[src/design/dbrd_defines.vh]
`ifndef DBRD_DEFINES_VH
`define DBRD_DEFINES_VH

// Register byte offsets.
`define DBRD_OFS_CTRL 8'h00
`define DBRD_OFS_RX_CODE 8'h04
`define DBRD_OFS_TX_CODE 8'h08
`define DBRD_OFS_STATUS 8'h0C
`define DBRD_OFS_RX_DIV 8'h10
`define DBRD_OFS_TX_DIV 8'h14

// Control register fields.
`define DBRD_CTRL_EXT_CLK 0
`define DBRD_CTRL_SINGLE 1
`define DBRD_CTRL_QREF_EN 2
`define DBRD_CTRL_RST 3'h4

// Status register fields.
`define DBRD_STAT_RX_OUT 0
`define DBRD_STAT_TX_OUT 1
`define DBRD_STAT_RX_SETTLING 2
`define DBRD_STAT_TX_SETTLING 3

// Reset value of both latched select codes.
`define DBRD_CODE_RST 4'h0

// Timing.
`define DBRD_CLK_PERIOD_NS 40
`define DBRD_STROBE_MIN_NS 150
`define DBRD_STROBE_MIN_CYC \
  ((`DBRD_STROBE_MIN_NS + `DBRD_CLK_PERIOD_NS - 1) / `DBRD_CLK_PERIOD_NS)
`define DBRD_SETTLE_PERIODS 5'h12

// Mask table: divisor for each select code.
`define DBRD_DIV_0 15'h1800
`define DBRD_DIV_1 15'h1000
`define DBRD_DIV_2 15'h0AE9
`define DBRD_DIV_3 15'h08EC
`define DBRD_DIV_4 15'h0800
`define DBRD_DIV_5 15'h0400
`define DBRD_DIV_6 15'h0200
`define DBRD_DIV_7 15'h0100
`define DBRD_DIV_8 15'h00AB
`define DBRD_DIV_9 15'h009A
`define DBRD_DIV_A 15'h0080
`define DBRD_DIV_B 15'h0055
`define DBRD_DIV_C 15'h0040
`define DBRD_DIV_D 15'h002B
`define DBRD_DIV_E 15'h0020
`define DBRD_DIV_F 15'h0010

`endif

[src/design/dbrd_top.v]
// The Wishbone slave port and the address map are this design's own decisions.
`include "dbrd_defines.vh"
`default_nettype none

module dbrd_top
(
  input wire clk, // System clock, 25 MHz.
  input wire reset_n, // Asynchronous reset, active low.
  input wire wb_cyc_i, // Wishbone cycle.
  input wire wb_stb_i, // Wishbone strobe.
  input wire wb_we_i, // Wishbone write enable.
  input wire [7:0] wb_adr_i, // Wishbone byte address.
  input wire [31:0] wb_dat_i, // Wishbone write data.
  input wire [3:0] wb_sel_i, // Wishbone byte selects.
  output wire [31:0] wb_dat_o, // Wishbone read data.
  output wire wb_ack_o, // Wishbone acknowledge.
  input wire master_clock_in_a, // External master clock for cascading.
  input wire rx_select_bit0, // Receive select code bit 0.
  input wire rx_select_bit1, // Receive select code bit 1.
  input wire rx_select_bit2, // Receive select code bit 2.
  input wire rx_select_bit3, // Receive select code bit 3.
  input wire tx_select_bit0, // Transmit select code bit 0.
  input wire tx_select_bit1, // Transmit select code bit 1.
  input wire tx_select_bit2, // Transmit select code bit 2.
  input wire tx_select_bit3, // Transmit select code bit 3.
  input wire rx_select_load, // Receive code load, active high level.
  input wire tx_select_load, // Transmit code load, active high level.
  output wire rx_rate_out, // Receive bit clock.
  output wire tx_rate_out, // Transmit bit clock.
  output wire quarter_reference_out // Master clock divided by four.
);

  //////////////////////////////////////////////////////////////////////////////

  function [14:0] dbrd_divisor;
    input [3:0] code;
    begin
      case (code)
        4'h0: dbrd_divisor = `DBRD_DIV_0;
        4'h1: dbrd_divisor = `DBRD_DIV_1;
        4'h2: dbrd_divisor = `DBRD_DIV_2;
        4'h3: dbrd_divisor = `DBRD_DIV_3;
        4'h4: dbrd_divisor = `DBRD_DIV_4;
        4'h5: dbrd_divisor = `DBRD_DIV_5;
        4'h6: dbrd_divisor = `DBRD_DIV_6;
        4'h7: dbrd_divisor = `DBRD_DIV_7;
        4'h8: dbrd_divisor = `DBRD_DIV_8;
        4'h9: dbrd_divisor = `DBRD_DIV_9;
        4'hA: dbrd_divisor = `DBRD_DIV_A;
        4'hB: dbrd_divisor = `DBRD_DIV_B;
        4'hC: dbrd_divisor = `DBRD_DIV_C;
        4'hD: dbrd_divisor = `DBRD_DIV_D;
        4'hE: dbrd_divisor = `DBRD_DIV_E;
        default: dbrd_divisor = `DBRD_DIV_F;
      endcase
    end
  endfunction

  //////////////////////////////////////////////////////////////////////////////
  // Pin synchronisers.

  wire [10:0] pins_raw;
  reg [10:0] pins_s1_r;
  reg [10:0] pins_s2_r;
  reg mclk_s3_r;

  assign pins_raw = {master_clock_in_a, tx_select_load, rx_select_load,
                     tx_select_bit3, tx_select_bit2, tx_select_bit1,
                     tx_select_bit0, rx_select_bit3, rx_select_bit2,
                     rx_select_bit1, rx_select_bit0};

  always @(posedge clk or negedge reset_n)
  begin
    if (!reset_n)
    begin
      pins_s1_r <= 11'h000;
      pins_s2_r <= 11'h000;
      mclk_s3_r <= 1'b0;
    end
    else
    begin
      pins_s1_r <= pins_raw;
      pins_s2_r <= pins_s1_r;
      mclk_s3_r <= pins_s2_r[10];
    end
  end

  wire [7:0] sel_s2;
  wire [1:0] load_s2;

  assign sel_s2 = pins_s2_r[7:0];
  assign load_s2 = pins_s2_r[9:8];

  //////////////////////////////////////////////////////////////////////////////
  // Wishbone slave.

  reg [2:0] ctrl_r;
  reg ack_r;
  reg [31:0] dat_r;
  wire req;
  wire wr_take;
  wire [1:0] sw_load;
  wire [7:0] code_vec;
  wire [1:0] rate_vec;
  wire [1:0] settle_vec;
  wire ext_clk;
  wire single_mode;
  wire tick;

  assign req = wb_cyc_i & wb_stb_i;
  // A write lands at the edge where the master sees ack.
  assign wr_take = req & wb_we_i & ack_r & wb_sel_i[0];
  assign sw_load[0] = wr_take & (wb_adr_i == `DBRD_OFS_RX_CODE);
  assign sw_load[1] = wr_take & (wb_adr_i == `DBRD_OFS_TX_CODE);
  assign wb_ack_o = ack_r;
  assign wb_dat_o = dat_r;
  assign ext_clk = ctrl_r[`DBRD_CTRL_EXT_CLK];
  assign single_mode = ctrl_r[`DBRD_CTRL_SINGLE];

  always @(posedge clk or negedge reset_n)
  begin
    if (!reset_n)
    begin
      ack_r <= 1'b0;
      dat_r <= 32'h00000000;
      ctrl_r <= `DBRD_CTRL_RST;
    end
    else
    begin
      ack_r <= req & ~ack_r;
      if (req & ~ack_r & ~wb_we_i)
      begin
        case (wb_adr_i)
          `DBRD_OFS_CTRL: dat_r <= {29'h0, ctrl_r};
          `DBRD_OFS_RX_CODE: dat_r <= {28'h0, code_vec[3:0]};
          `DBRD_OFS_TX_CODE: dat_r <= {28'h0, code_vec[7:4]};
          `DBRD_OFS_STATUS: dat_r <= {28'h0, settle_vec, rate_vec};
          `DBRD_OFS_RX_DIV: dat_r <= {17'h0, dbrd_divisor(code_vec[3:0])};
          `DBRD_OFS_TX_DIV: dat_r <= {17'h0, dbrd_divisor(code_vec[7:4])};
          default: dat_r <= 32'h00000000;
        endcase
      end
      else
      begin
        dat_r <= 32'h00000000;
      end
      if (wr_take & (wb_adr_i == `DBRD_OFS_CTRL))
      begin
        ctrl_r <= wb_dat_i[2:0];
      end
    end
  end

  //////////////////////////////////////////////////////////////////////////////
  // Master tick: every clk edge, or each rising edge of the external
  // master clock so that one divider can be cascaded behind another.

  assign tick = ext_clk ? (pins_s2_r[10] & ~mclk_s3_r) : 1'b1;

  //////////////////////////////////////////////////////////////////////////////
  // Divider channels: 0 is receive, 1 is transmit.

  genvar ch;
  generate
    for (ch = 0; ch < 2; ch = ch + 1)
    begin : g_chan
      reg [3:0] code_r;
      reg [3:0] prev_r;
      reg [14:0] cnt_r;
      reg out_r;
      reg [4:0] settle_r;
      wire [14:0] div;
      wire [14:0] hi_len;
      wire [14:0] cnt_nxt;
      wire restart;
      wire run;

      assign div = dbrd_divisor(code_r);
      // High phase is the larger half, so odd divisors differ by one tick.
      assign hi_len = div - {1'b0, div[14:1]};
      assign cnt_nxt = (cnt_r == div - 15'h0001) ? 15'h0000 :
                       cnt_r + 15'h0001;
      assign restart = (code_r != prev_r);
      // The transmit channel sleeps in single-channel mode.
      assign run = ~((ch == 1) & single_mode);

      always @(posedge clk or negedge reset_n)
      begin
        if (!reset_n)
        begin
          code_r <= `DBRD_CODE_RST;
          prev_r <= `DBRD_CODE_RST;
          cnt_r <= 15'h0000;
          out_r <= 1'b0;
          settle_r <= 5'h00;
        end
        else
        begin
          // A held-high load pin follows the pins and beats a bus write.
          if (load_s2[ch])
          begin
            code_r <= sel_s2[ch*4 +: 4];
          end
          else if (sw_load[ch])
          begin
            code_r <= wb_dat_i[3:0];
          end
          prev_r <= code_r;
          if (!run)
          begin
            cnt_r <= 15'h0000;
            out_r <= 1'b0;
            settle_r <= 5'h00;
          end
          else if (restart)
          begin
            // Start a fresh high phase; the old one is abandoned whole.
            cnt_r <= 15'h0000;
            out_r <= 1'b1;
            settle_r <= 5'h00;
          end
          else if (tick)
          begin
            cnt_r <= cnt_nxt;
            out_r <= (cnt_nxt < hi_len);
            if (settle_r != `DBRD_SETTLE_PERIODS)
            begin
              settle_r <= settle_r + 5'h01;
            end
          end
        end
      end

      assign code_vec[ch*4 +: 4] = code_r;
      assign rate_vec[ch] = out_r;
      assign settle_vec[ch] = run & (settle_r != `DBRD_SETTLE_PERIODS);
    end
  endgenerate

  assign rx_rate_out = rate_vec[0];
  assign tx_rate_out = rate_vec[1];

  //////////////////////////////////////////////////////////////////////////////
  // Quarter-frequency reference, independent of both codes.

  reg [1:0] qref_r;

  always @(posedge clk or negedge reset_n)
  begin
    if (!reset_n)
    begin
      qref_r <= 2'h0;
    end
    else if (!ctrl_r[`DBRD_CTRL_QREF_EN])
    begin
      qref_r <= 2'h0;
    end
    else if (tick)
    begin
      qref_r <= qref_r + 2'h1;
    end
  end

  assign quarter_reference_out = qref_r[1];

endmodule

`default_nettype wire

[config.mk]
export PLATFORM = sky130hd
export DESIGN_NAME = dbrd_top
export DESIGN_NICKNAME = d
export VERILOG_FILES = /design/src/design/dbrd_top.v
export VERILOG_INCLUDE_DIRS = /design/src /design/src/design
export SDC_FILE = /design/constraint.sdc
export NUM_CORES = 1
export LEC_CHECK = 0
export ABC_AREA = 1
export BUFFER_PORTS_ARGS = -buffer_cell sky130_fd_sc_hd__buf_4
export CELL_PAD_IN_SITES_DETAIL_PLACEMENT = 2
export CELL_PAD_IN_SITES_GLOBAL_PLACEMENT = 2
export CORE_MARGIN = 2
export CORE_UTILIZATION = 30
export CTS_CLUSTER_SIZE = 25
export DETAILED_ROUTE_END_ITERATION = 10
export PLACE_DENSITY = 0.69
export SKIP_LAST_GASP = 1
export SYNTH_ARGS = -nofsm -noshare
export SYNTH_HDL_FRONTEND = slang
export SYNTH_SLANG_ARGS = --single-unit
[constraint.sdc]
create_clock -name clk -period 5.89 [get_ports clk]
set_input_delay 0.589 -clock clk [delete_from_list [all_inputs] [get_ports clk]]
set_output_delay 0.589 -clock clk [all_outputs]
set_load 0.02 [all_outputs]
Word-level counts from Yosys, hierarchy flattened. Memory sizes are Yosys's and may differ from the RTL's. Cells that the tools add are included.

Bitwise gates (word level): 15. $add $sub $neg: 9. $lt $le $gt $ge: 2. Mux-type cells: 28. Eq/ne operators: 12. Reduce and logical (&&, ||, !) cells: 9.

Operators with widths (count): two-way mux 15 bit (8); one-hot mux 15 bit (6 select lines) (1); two-way mux 5 bit (7); adder 15 x 1 -> 15 bit (second input constant) (2); == test 15 bit (2); less-than comparator 15 bit (2); subtractor 15 x 1 -> 15 bit (second input constant) (2); subtractor 15 x 14 -> 15 bit (2); == test 8 x 4 -> 1 bit (second input constant) (2); == test 8 x 5 -> 1 bit (second input constant) (2); two-way mux 4 bit (4); bitwise AND 1 bit (11); adder 5 x 1 -> 5 bit (second input constant) (2); != test 5 bit (second input constant) (2); == test 8 x 3 -> 1 bit (second input constant) (1); zero test 8 bit (1); != test 4 bit (2); nonzero test 2 bit (4); two-way mux 1 bit (6); nonzero test 3 bit (2); two-way mux 2 bit (2); inverter 1 bit (4); AND reduction 2 bit (2); adder 2 x 1 -> 2 bit (second input constant) (1); != test 2 x 1 -> 1 bit (second input constant) (1).

Input bits: 60. ROM bits: 832. Output and inout port bits: 36. Bits in registers: 119. Memories: 4. Logic and storage cells: 96.

Memory list: (name not given) (depth 16, bits a word 13, read ports 1, clocked after memory_dff 0, wr ports 0, RTL line dbrd_top.v:38) `case (code)`; (name not given) (depth 16, bits a word 13, read ports 1, clocked after memory_dff 0, wr ports 0, RTL line dbrd_top.v:38); (name not given) (depth 16, bits a word 13, read ports 1, clocked after memory_dff 0, wr ports 0, RTL line dbrd_top.v:38); (name not given) (depth 16, bits a word 13, read ports 1, clocked after memory_dff 0, wr ports 0, RTL line dbrd_top.v:38).

Depth between registers and ports, before layout. Gate-level depths: netlist of the first run. An unclocked memory read counts as a cell.

Word-level depth: 8. Gate-level depth with buffers: 34. Mapped depth without buffers: 34.

Least setup slack after synthesis of the first run. OpenSTA, ideal clock, no wires.

Path type: reg2reg. Start: reg g_chan[1].code_r[1]. End: reg g_chan[1].out_r, in the netlist tx_rate_out. Path buffers: 0. Arrival time: 3.847 ns. Slack: 1.927 ns. Clock period less this slack: 3.963 ns. Cell stages (with the launch flop): 33. Required time: 5.774 ns. Setup time: 0.116 ns. Cell sequence: dfrtp_1 > inv_1 > ha_1 > o21ai_0 > nand2_1 > nand2_1 > inv_2 > ha_1 > inv_1 > fa_1 > nand3_1 > and2_1 > nor2_1 > o21ai_0 > nand2_1 > nand2_1 > nand2_1 > nand2_1 > nand2_1 > nand2_1 > nand2_1 > nand2_1 > nand2_1 > nand3_1 > nand2_1 > xor2_1 > ha_1 > nand4_1 > o221a_2 > nand2_1 > nand2_1 > nand2_1 > nand2_1.

Cells in the longest elaborated chain, start to end: 8. Elaborated cells on any way between the ends: 11. Classes of those cells: add/sub (2); order compare (1); eq/ne (2); mux (4); reduce/logical (1); memory (1).

RTL lines: start, declared (RTL line dbrd_top.v:167) `reg [3:0] code_r;`; start signal, assigned (RTL line dbrd_top.v:191) `` code_r <= `DBRD_CODE_RST; ``; start signal, assigned (RTL line dbrd_top.v:202) `code_r <= sel_s2[ch*4 +: 4];`; start signal, assigned (RTL line dbrd_top.v:206) `code_r <= wb_dat_i[3:0];`; memory (16 x 13 bit); subtractor 15 x 1 -> 15 bit (RTL line dbrd_top.v:181) `assign cnt_nxt = (cnt_r == div - 15'h0001) ? 15'h0000 :`; == test 15 bit (RTL line dbrd_top.v:181); two-way mux 15 bit (RTL line dbrd_top.v:181); less-than comparator 15 bit (RTL line dbrd_top.v:225) `out_r <= (cnt_nxt < hi_len);`; two-way mux 1 bit (RTL line dbrd_top.v:222) `else if (tick)`; two-way mux 1 bit (RTL line dbrd_top.v:215) `else if (restart)`; two-way mux 1 bit (RTL line dbrd_top.v:209) `if (!run)`; end signal, assigned (RTL line dbrd_top.v:225); end, declared (RTL line dbrd_top.v:170) `reg out_r;`.

Several ways; a longest one is shown, not always the timed one. The select of a mux whose other input is x is not followed. A chain may end at the register's enable or synchronous reset.

Worst setup path after layout of the first run. Ends and elaborated chain as after synthesis.

==> results.ini, run 1 <==
[floorplan]
pin_count = 96
dieWidth_um = 170
rows = 60
start_util_pct = 30.7
fp.coreArea_um2 = 27000
fp.dieArea_um2 = 29000
die_h_um = 170

[clock_network]
htree_levels = 3
post-cts-setup-buffers = 0
root_buffer = clkbuf_16
cts_tree = built
cts.sinks = 100
ctsHoldBuffers = 0
cts-resized-gates = 0
clock_latency_ns = 0.37
clock_path_buffers = 2
cts_buffers = 9
clk_pin_slew_ns = 0.08

[hold_path]
hold_path_class = input pin to asynchronous set/reset pin

[synthesis]
synth_top_area_share_pct = 29.9
yosysTopAreaCell = dfrtp_1
synthTopCellsByArea = dfrtp_1, ha_1, nand2_1, inv_1, xor2_1
synth.avg_cell_area_um2 = 7.43
yosysSeqAreaShare_pct = 30.2
synthCells = 1115
syn_area_um2 = 8290
yosysWarnings = 0
synthArstFlopShare_pct = 100
ys_types = 57
synth_enable_flop_cells = 0
synth_flop_cell = dfrtp_1
ys_ff_latch = 100

[sta]
final_hold_viol_count = 0
period_share_pct = 85.9
fin_setup_tns_ns = 0
setup_viol = 0
skew_ns = 0.0166
drv_slew = 0
slew_headroom_pct = 25.6
clock.fmax_mhz = 198
tightest_slew_ns = 1.11
rsz0062_at_grt = false
min_period_ns = 5.06

[pwr]
p_clk_share_pct = 30.7
comb_power_share_pct = 36.0
p_leak_nw = 4.59
p_seq_share_pct = 33.4
power_w = 0.00219
p_sw_share_pct = 39.4
vdd_ir_drop_max_v = 0.000143
p_per_area_nw_per_um2 = 237
intPower_w = 0.00133
p_sw_w = 0.000864

[drt]
vias_per_cell = 4.78
drt-initial-drc-count = 218
drc = 0
routed_wl_um = 25200
first_pass_iters = 6
num_vias = 7215
wl_per_cell_um = 16.7
antenna_left = 0

[layout]
final_cell_mix = nand2_1, inv_1, dfrtp_1
final_core_util_pct = 34.2
antenna_cells = 0
stdcell_count = 1508
final_common_cell = nand2_1
drive_above_1_share_pct = 9.68
area_delta_synth_final_pct = 11.5
nets = 1320

[setup_path]
crit_path_end_kind = flip-flop
required_ns = 6.20
cp_common_cell = nand2_1
setup.worst_path.start_class = flip-flop
cp_max_fo = 14
crit_slowest_cell = dfrtp_1
critPathKind = flip-flop to flip-flop
slowest_delay_ns = 0.55
crit_arrival_ns = 5.37
cp_top_family = simple AND/OR/NAND/NOR gates
crit_buf_inv = 5

[placement]
dpl.cell_count = 1492
place_congestion = 0.768
dp_hpwl_um = 20700
numPortBuffers = 45

[global_routing]
grt_max_degree = 61
antenna_found_initial = 0
globalRouteOverflowTotal = 0
grt_pass1_vias = 8044
grt_pass1_wl_um = 41800
grt_usage_pct = 18.4

[run_status]
run_status = finished clean

[run]
maxCapViolCount = 0

==> layer usage <==
layer  routed length [um]  global-route usage [%]  up-vias
met5                    0                       0        -
met4                  218                    3.38        0
met3                  380                    1.95       14
met2                12800                    33.9       36
met1                11800                    23.4     3567
li1                     -                       -     3598
==> through the flow <==
step                worst slack, ns  area [um^2]  hold WS [ns]
floorplan                      1.93         8360         0.293
CTS                           0.637         9250         0.302
global placement              0.727         8920         0.332
global route                  0.148         9250         0.301
finish                        0.832         9250         0.311
detailed placement            0.662         8920         0.338
==> cells by family (layout without fill, tap and decap cells) <==
family                     after synthesis  count (layout)  share of synthesized area (%)
AOI/OAI and AO/OA                      152             152                           10.7
xor gates and xnor gates                65              65                           6.96
adders and majority gates               98              98                           15.0
buffers and inverters                  212             246                           11.0
DFF                                    100             100                           30.2
other                                    1              19                         0.0452
and+or+nand+nor                        487             487                           26.1
==> flip-flops by register name, summed over array words and instances (netlist names) <==
register         flops
g_chan.settle_r     10
tx_rate_out          1
qref_r               2
pins_s2_r           11
rx_rate_out          1
g_chan.code_r        8
pins_s1_r           11
mclk_s3_r            1
wb_ack_o             1
ctrl_r               3
g_chan.cnt_r        30
wb_dat_o            13
g_chan.prev_r        8
==> path summary, 6_finish.rpt <==
kind                                           from      endpoint  slack (ns)  cells past startpoint
worst min register to register         pins_s1_r[3]  pins_s2_r[3]        0.34                      0
max in group asynchronous                   reset_n     ctrl_r[2]        4.48                      2
worst max-delay path            g_chan[1].code_r[1]   tx_rate_out        0.83                     30
worst min-delay path                        reset_n  pins_s1_r[4]        0.31                      1
min in group clk                     rx_select_bit2  pins_s1_r[2]        0.32                      1
worst max register to register  g_chan[1].code_r[1]   tx_rate_out        0.83                     30
==> worst register-to-register path, delay by kind of cell, from the launching register on <==
kind / cells / cell delay, ns
compound gates: 4 / 0.81
fa+ha+maj: 3 / 0.75
buf+inv: 5 / 0.89
flops: 1 / 0.55
simple gates: 18 / 2.01
==> synth_stat cells (2+ instances only) <==
library cell and instances:
inv_1 172, inv_2 6, o211ai_1 8, a22oi_1 2, o31ai_1 3, a31oi_1 6
a21oi_1 51, nor2_1 90, xnor2_1 9, nor3b_2 2, nand4_1 8, or2_2 2
inv_4 2, o22ai_1 4, o21ai_1 2, nand2_2 9, clkbuf_1 5, dfrtp_1 99
o21ai_0 59, nor3b_1 2, and2_1 2, o21ai_4 2, a221oi_1 3, a211oi_1 4
ha_1 96, nor3_1 16, nor2_2 5, fa_1 2, xor2_1 55, nor4_1 5
buf_4 22, nor2_4 10, nand3_1 59, nand2_1 269, buf_6 2
==> cell type report <==
class                      count  area [um^2]
clock buffer                   9          225
clock inverter                 7          100
fill                        3227        17800
inverter                     181          684
multi-input combinational    821         4940
sequential                   100         2500
tap                          341          427
timing repair buffer          49          368
==> power by group through the flow <==
| stage | logic (W) | clock network (W) | registers, W |
|---|---|---|---|
| floorplan | 0.000589 | 0 | 0.000733 |
| global placement | 0.000767 | 0 | 0.000744 |
| detailed placement | 0.000801 | 0 | 0.000745 |
| CTS | 0.000810 | 0.000701 | 0.000731 |
| global route | 0.000922 | 0.000719 | 0.000735 |
| finish | 0.000788 | 0.000672 | 0.000731 |
No activity file was read; power rests on OpenSTA's default activity.
==> run 2: changes to the inputs <==
clock period = 5.3 ns   (was 5.89 ns; I/O delays follow)
==> run 2 against run 1 <==
Against the previous run: maximum frequency is 5.6% higher; clock-buffer cell count grew 1; via count grew 0.97%; global-route usage is 0.26 points higher; critical path depth fell by 3; non-clock buffer count rose by 11; routed wire length is 1.0% higher.
==> results.ini, run 2 (synthesis gave the netlist of run 1 again) <==
[run_status]
run_status = finished clean

[pwr]
intPower_w = 0.00145  ; +9.2%
p_per_area_nw_per_um2 = 257  ; +8.6%
p_clk_share_pct = 29.1  ; -1.6 points
power_w = 0.00240  ; +9.4%
p_sw_w = 0.000947  ; +9.6%
p_sw_share_pct = 39.5  ; +0.10 points
p_seq_share_pct = 33.5  ; about the same
comb_power_share_pct = 37.3  ; +1.3 points
p_leak_nw = 4.64  ; +1.0%
vdd_ir_drop_max_v = 0.000138  ; -3.6%

[floorplan]
fp.coreArea_um2 = 27000  ; unchanged
start_util_pct = 30.7  ; unchanged
pin_count = 96  ; unchanged
fp.dieArea_um2 = 29000  ; unchanged
dieWidth_um = 170  ; unchanged
rows = 60  ; unchanged
die_h_um = 170  ; unchanged

[global_routing]
antenna_found_initial = 0  ; unchanged
grt_max_degree = 52  ; -15%
grt_usage_pct = 18.7  ; +0.26 points
grt_pass1_wl_um = 42300  ; +1.2%
grt_pass1_vias = 8029  ; -0.19%
globalRouteOverflowTotal = 0  ; unchanged

[layout]
largest_reg_flops = 30  ; unchanged
largest-register = g_chan.cnt_r
antenna_cells = 0  ; unchanged
final_core_util_pct = 34.5  ; +0.25 points
final_common_cell = nand2_1
drive_above_1_share_pct = 10.5  ; +0.84 points
nets = 1331  ; +0.83%
area_delta_synth_final_pct = 12.3
final_cell_mix = nand2_1, inv_1, dfrtp_1

[placement]
numPortBuffers = 45  ; unchanged
dp_hpwl_um = 21100  ; +1.9%
place_congestion = 0.799  ; +4.1%
pre_cts_ws_ns = 0.401  ; -0.261 ns

[sta]
rsz0062_at_grt = false
skew_ns = 0.0119  ; -0.00479 ns
drv_slew = 0  ; unchanged
fin_setup_tns_ns = 0  ; unchanged
final_hold_viol_count = 0  ; unchanged
setup_viol = 0  ; unchanged
setup_ws_ns = 0.511  ; -0.321 ns
period_share_pct = 90.4  ; +4.5 points
clock.fmax_mhz = 209  ; +5.6%
holdWs_ns = 0.198  ; -0.113 ns
min_period_ns = 4.79  ; -0.269 ns
tightest_slew_ns = 1.13  ; +0.0159 ns
slew_headroom_pct = 24.5  ; -1.1 points

[clock_network]
clock_latency_ns = 0.37  ; about the same
cts_tree = built
clock_path_buffers = 2  ; unchanged
htree_levels = 3  ; unchanged
cts_buffers = 9  ; unchanged
cts.sinks = 100  ; unchanged
root_buffer = clkbuf_16
cts-resized-gates = 0  ; unchanged
post-cts-setup-buffers = 0  ; unchanged
clk_pin_slew_ns = 0.08  ; about the same
ctsHoldBuffers = 0  ; unchanged

[drt]
num_vias = 7285  ; +0.97%
drt-initial-drc-count = 208  ; -4.6%
vias_per_cell = 4.80  ; +0.24%
antenna_left = 0  ; unchanged
drc = 0  ; unchanged
first_pass_iters = 4  ; -2
wl_per_cell_um = 16.8  ; +0.30%
routed_wl_um = 25500  ; +1.0%

[setup_path]
crit_arrival_ns = 5.10  ; -0.27 ns
setup.worst_path.start_class = flip-flop
required_ns = 5.61  ; -0.59 ns
crit_path_end_kind = flip-flop
cp_top_family = simple AND/OR/NAND/NOR gates
slowest_delay_ns = 0.62  ; +0.07 ns
cp_max_fo = 14  ; unchanged
cp_common_cell = nand2_1
crit_buf_inv = 5  ; unchanged
critPathKind = flip-flop to flip-flop
crit_slowest_cell = dfrtp_1

[run]
maxCapViolCount = 0  ; unchanged

[hold_path]
hold_path_class = input pin to asynchronous set/reset pin

==> run 2: cell count changes in the layout (fill, tap and decap cells not counted), sizes merged <==
cell | before | now
inv | 183 | 182
clkbuf | 9 | 10
buf | 49 | 60
clkinv | 4 | 5
bufinv | 1 | 0
==> run 2: worst register-to-register path: cells and delay by family, from the launching register on <==
family                   cells  cell delay, ns
XOR/XNOR                     1            0.13
flip-flops                   1            0.62
buffers and inverters        5            0.79
adder cells (fa/ha/maj)      3            0.75
AO/OA/AOI/OAI                4            0.73
AND/OR/NAND/NOR             14            1.74
==> run 2: layout make-up <==
type                            instances  area, um^2
Fill cell                            3177       17700
Clock inverter                          6        70.1
Inverter                              181         684
Timing Repair Buffer                   60         450
Sequential cell                       100        2500
Tap cell                              341         427
Clock buffer                           10         239
Multi-Input combinational cell        821        4940
==> run 2: metal layers <==
| layer | wire [um] | global-route usage [%] | up-vias | share of wire [%] |
|---|---|---|---|---|
| li1 | - | - | 3622 | - |
| met5 | 0 | 0 | - | 0 |
| met2 | 13000 | 34.4 | 35 | 51 |
| met4 | 195 | 2.79 | 0 | 0.77 |
| met1 | 11900 | 23.7 | 3616 | 47 |
| met3 | 377 | 2.30 | 12 | 1.5 |
==> run 2: per-stage QoR <==
| step | instance area, um^2 | cells |
|---|---|---|
| 2_1_floorplan | 8360 | 1133 |
| 3_3_place_gp | 9000 | 1503 |
| 3_5_place_dp | 9000 | 1503 |
| 4_1_cts | 9310 | 1519 |
| 5_1_grt | 9310 | 1519 |
| 6_report | 9310 | 1519 |
==> run 2: worst paths after layout <==
path                            slack (ns)                 from                  end  cells past startpoint
worst min-delay path                  0.20              reset_n         pins_s1_r[6]                      1
min in group clk                      0.26       rx_select_bit2         pins_s1_r[2]                      1
worst max register to register        0.51  g_chan[0].code_r[1]          rx_rate_out                     27
max in group asynchronous             3.96              reset_n  g_chan[0].cnt_r[10]                      2
worst max-delay path                  0.51  g_chan[0].code_r[1]          rx_rate_out                     27
worst min register to register        0.34         pins_s1_r[3]         pins_s2_r[3]                      0
==> run 2: power by group through the flow <==
| stage | sequential (W) | clock [W] | combinational [W] |
|---|---|---|---|
| after floorplan | 0.000815 | 0 | 0.000655 |
| after global placement | 0.000818 | 0 | 0.000873 |
| after detailed placement | 0.000819 | 0 | 0.000907 |
| after CTS | 0.000804 | 0.000732 | 0.000917 |
| after global routing | 0.000808 | 0.000752 | 0.00104 |
| final | 0.000804 | 0.000698 | 0.000895 |
==> run 3: changes to the inputs <==
MAX_ROUTING_LAYER = met4   (was not set)
==> run 3 against run 2 <==
Against the previous run: clock power is essentially flat; die area stayed put; non-clock buffer count unchanged; first-iteration DRC count shrank 3.4%; global-route usage rose by 0.53 points; register-to-register slack about the same; maximum frequency is essentially flat; combinational power barely moved; setup slack got worse by 0.0043 ns; routed wire length about the same; cell count unchanged; largest power group unchanged.
==> results.ini, run 3 (synthesis gave the netlist of run 1 again) <==
[drt]
wl_per_cell_um = 16.8  ; about the same
vias_per_cell = 4.80  ; about the same
routed_wl_um = 25500  ; about the same
num_vias = 7287  ; +0.027%
drc = 0  ; unchanged
first_pass_iters = 4  ; unchanged
antenna_left = 0  ; unchanged
drt-initial-drc-count = 201  ; -3.4%

[clock_network]
post-cts-setup-buffers = 0  ; unchanged
clk_pin_slew_ns = 0.08  ; about the same
cts-resized-gates = 0  ; unchanged
cts.sinks = 100  ; unchanged
ctsHoldBuffers = 0  ; unchanged
clock_latency_ns = 0.37  ; about the same
clock_path_buffers = 2  ; unchanged
cts_tree = built
htree_levels = 3  ; unchanged
root_buffer = clkbuf_16
cts_buffers = 9  ; unchanged

[floorplan]
die_h_um = 170  ; unchanged
fp.dieArea_um2 = 29000  ; unchanged
rows = 60  ; unchanged
start_util_pct = 30.7  ; unchanged
pin_count = 96  ; unchanged
fp.coreArea_um2 = 27000  ; unchanged
dieWidth_um = 170  ; unchanged

[pwr]
vdd_ir_drop_max_v = 0.000138  ; about the same
p_leak_nw = 4.64  ; unchanged
p_per_area_nw_per_um2 = 257  ; about the same

[setup_path]
reg2reg_from = g_chan[0].code_r[1]
setup.worst_path.start_class = flip-flop
reg2reg_depth = 27  ; unchanged
crit_arrival_ns = 5.10  ; about the same
critPathKind = flip-flop to flip-flop
cp_max_fo = 14  ; unchanged
timing.rr.end = rx_rate_out
crit_path_end_kind = flip-flop
required_ns = 5.61  ; about the same
r2r_setup_slack_ns = 0.51  ; about the same

[global_routing]
grt_max_degree = 52  ; unchanged
antenna_found_initial = 0  ; unchanged
grt_pass1_vias = 8022  ; -0.087%
globalRouteOverflowTotal = 0  ; unchanged
grt_pass1_wl_um = 42300  ; about the same
grt_usage_pct = 19.2  ; +0.53 points

[sta]
setup_ws_ns = 0.507  ; -0.00430 ns
drv_slew = 0  ; unchanged
min_period_ns = 4.79  ; +0.00430 ns
final_hold_viol_count = 0  ; unchanged
skew_ns = 0.0123  ; +0.000407 ns
slew_headroom_pct = 24.5  ; about the same
rsz0062_at_grt = false
period_share_pct = 90.4  ; about the same
clock.fmax_mhz = 209  ; about the same
fin_setup_tns_ns = 0  ; unchanged
setup_viol = 0  ; unchanged
tightest_slew_ns = 1.13  ; +0.000168 ns

[layout]
nets = 1331  ; unchanged
area_delta_synth_final_pct = 12.3  ; unchanged
largest-register = g_chan.cnt_r
final_core_util_pct = 34.5  ; unchanged
fin_area_um2 = 9310  ; unchanged
stdcell_count = 1519  ; unchanged
drive_above_1_share_pct = 10.5  ; unchanged
final_cell_mix = nand2_1, inv_1, dfrtp_1
final_common_cell = nand2_1
antenna_cells = 0  ; unchanged
largest_reg_flops = 30  ; unchanged

[run]
maxCapViolCount = 0  ; unchanged

[hold_path]
hold_path_class = input pin to asynchronous set/reset pin

[placement]
place_congestion = 0.811  ; +1.5%
pre_cts_ws_ns = 0.401  ; unchanged
numPortBuffers = 45  ; unchanged
dp_hpwl_um = 21100  ; unchanged
dpl.cell_count = 1503  ; unchanged
placed_area_um2 = 9000  ; unchanged

[run_status]
run_status = finished clean

==> run 3: cell counts in the layout (fill, tap and decap cells not counted) <==
No cell type changed its count.
==> run 3: how the worst max path moves through the flow <==
stage	from	endpoint	cells past startpoint
4_1_cts	g_chan[0].code_r[1]	rx_rate_out	27
2_1_floorplan	g_chan[1].code_r[1]	tx_rate_out	32
3_5_place_dp	g_chan[0].code_r[1]	rx_rate_out	26
3_3_place_gp	g_chan[0].code_r[0]	rx_rate_out	27
5_1_grt	g_chan[0].code_r[1]	rx_rate_out	29
6_report	g_chan[0].code_r[1]	rx_rate_out	27
==> run 3: cell type report <==
class | instances | area (um^2)
fillers | 3177 | 17700
multi-input cells | 821 | 4940
flip-flops and latches | 100 | 2500
inverters | 181 | 684
repair buffers | 60 | 450
well taps | 341 | 427
clock buffers | 10 | 239
clock inverters | 6 | 70.1
==> run 3: worst max-delay path: stages, from the launching register on <==
cell,delay (ns)
dfrtp_1,0.63
inv_1,0.19
ha_1,0.23
nand2_2,0.08
inv_1,0.08
o21ai_4,0.22
nand2_2,0.14
inv_1,0.13
ha_1,0.20
nand2_1,0.10
nor2_1,0.26
nand2_1,0.15
nand2_1,0.09
nand2_1,0.08
inv_1,0.09
nand2_2,0.06
xor2_1,0.13
nand4_1,0.10
nor2_1,0.21
nand2_2,0.13
inv_4,0.30
nor2_4,0.07
ha_1,0.32
a21oi_1,0.15
o21ai_0,0.10
a311oi_1,0.26
nand2_1,0.16
nand2_1,0.08
==> run 3: where the power goes <==
part	internal (W)	leakage, nW	switching (W)
clock	0.000347	0.151	0.000350
sequential	0.000785	1.30	0.0000188
combinational	0.000317	3.19	0.000578
==> run 3: metrics by stage <==
stage          total power, W  hold WS [ns]
2_1_floorplan         0.00147         0.234
3_3_place_gp          0.00169         0.334
3_5_place_dp          0.00173         0.336
4_1_cts               0.00245         0.225
5_1_grt               0.00260         0.248
6_report              0.00240         0.201
==> run 3: per-layer routing <==
metal / routed length (um) / share of wire [%] / vias to the layer above / track usage [%]
met2: 13000 / 51 / 39 / 34.5
met5: 0 / 0 / - / -
met1: 11800 / 46 / 3613 / 23.7
met4: 201 / 0.79 / 0 / 2.79
li1: - / - / 3620 / -
met3: 479 / 1.9 / 15 / 2.30
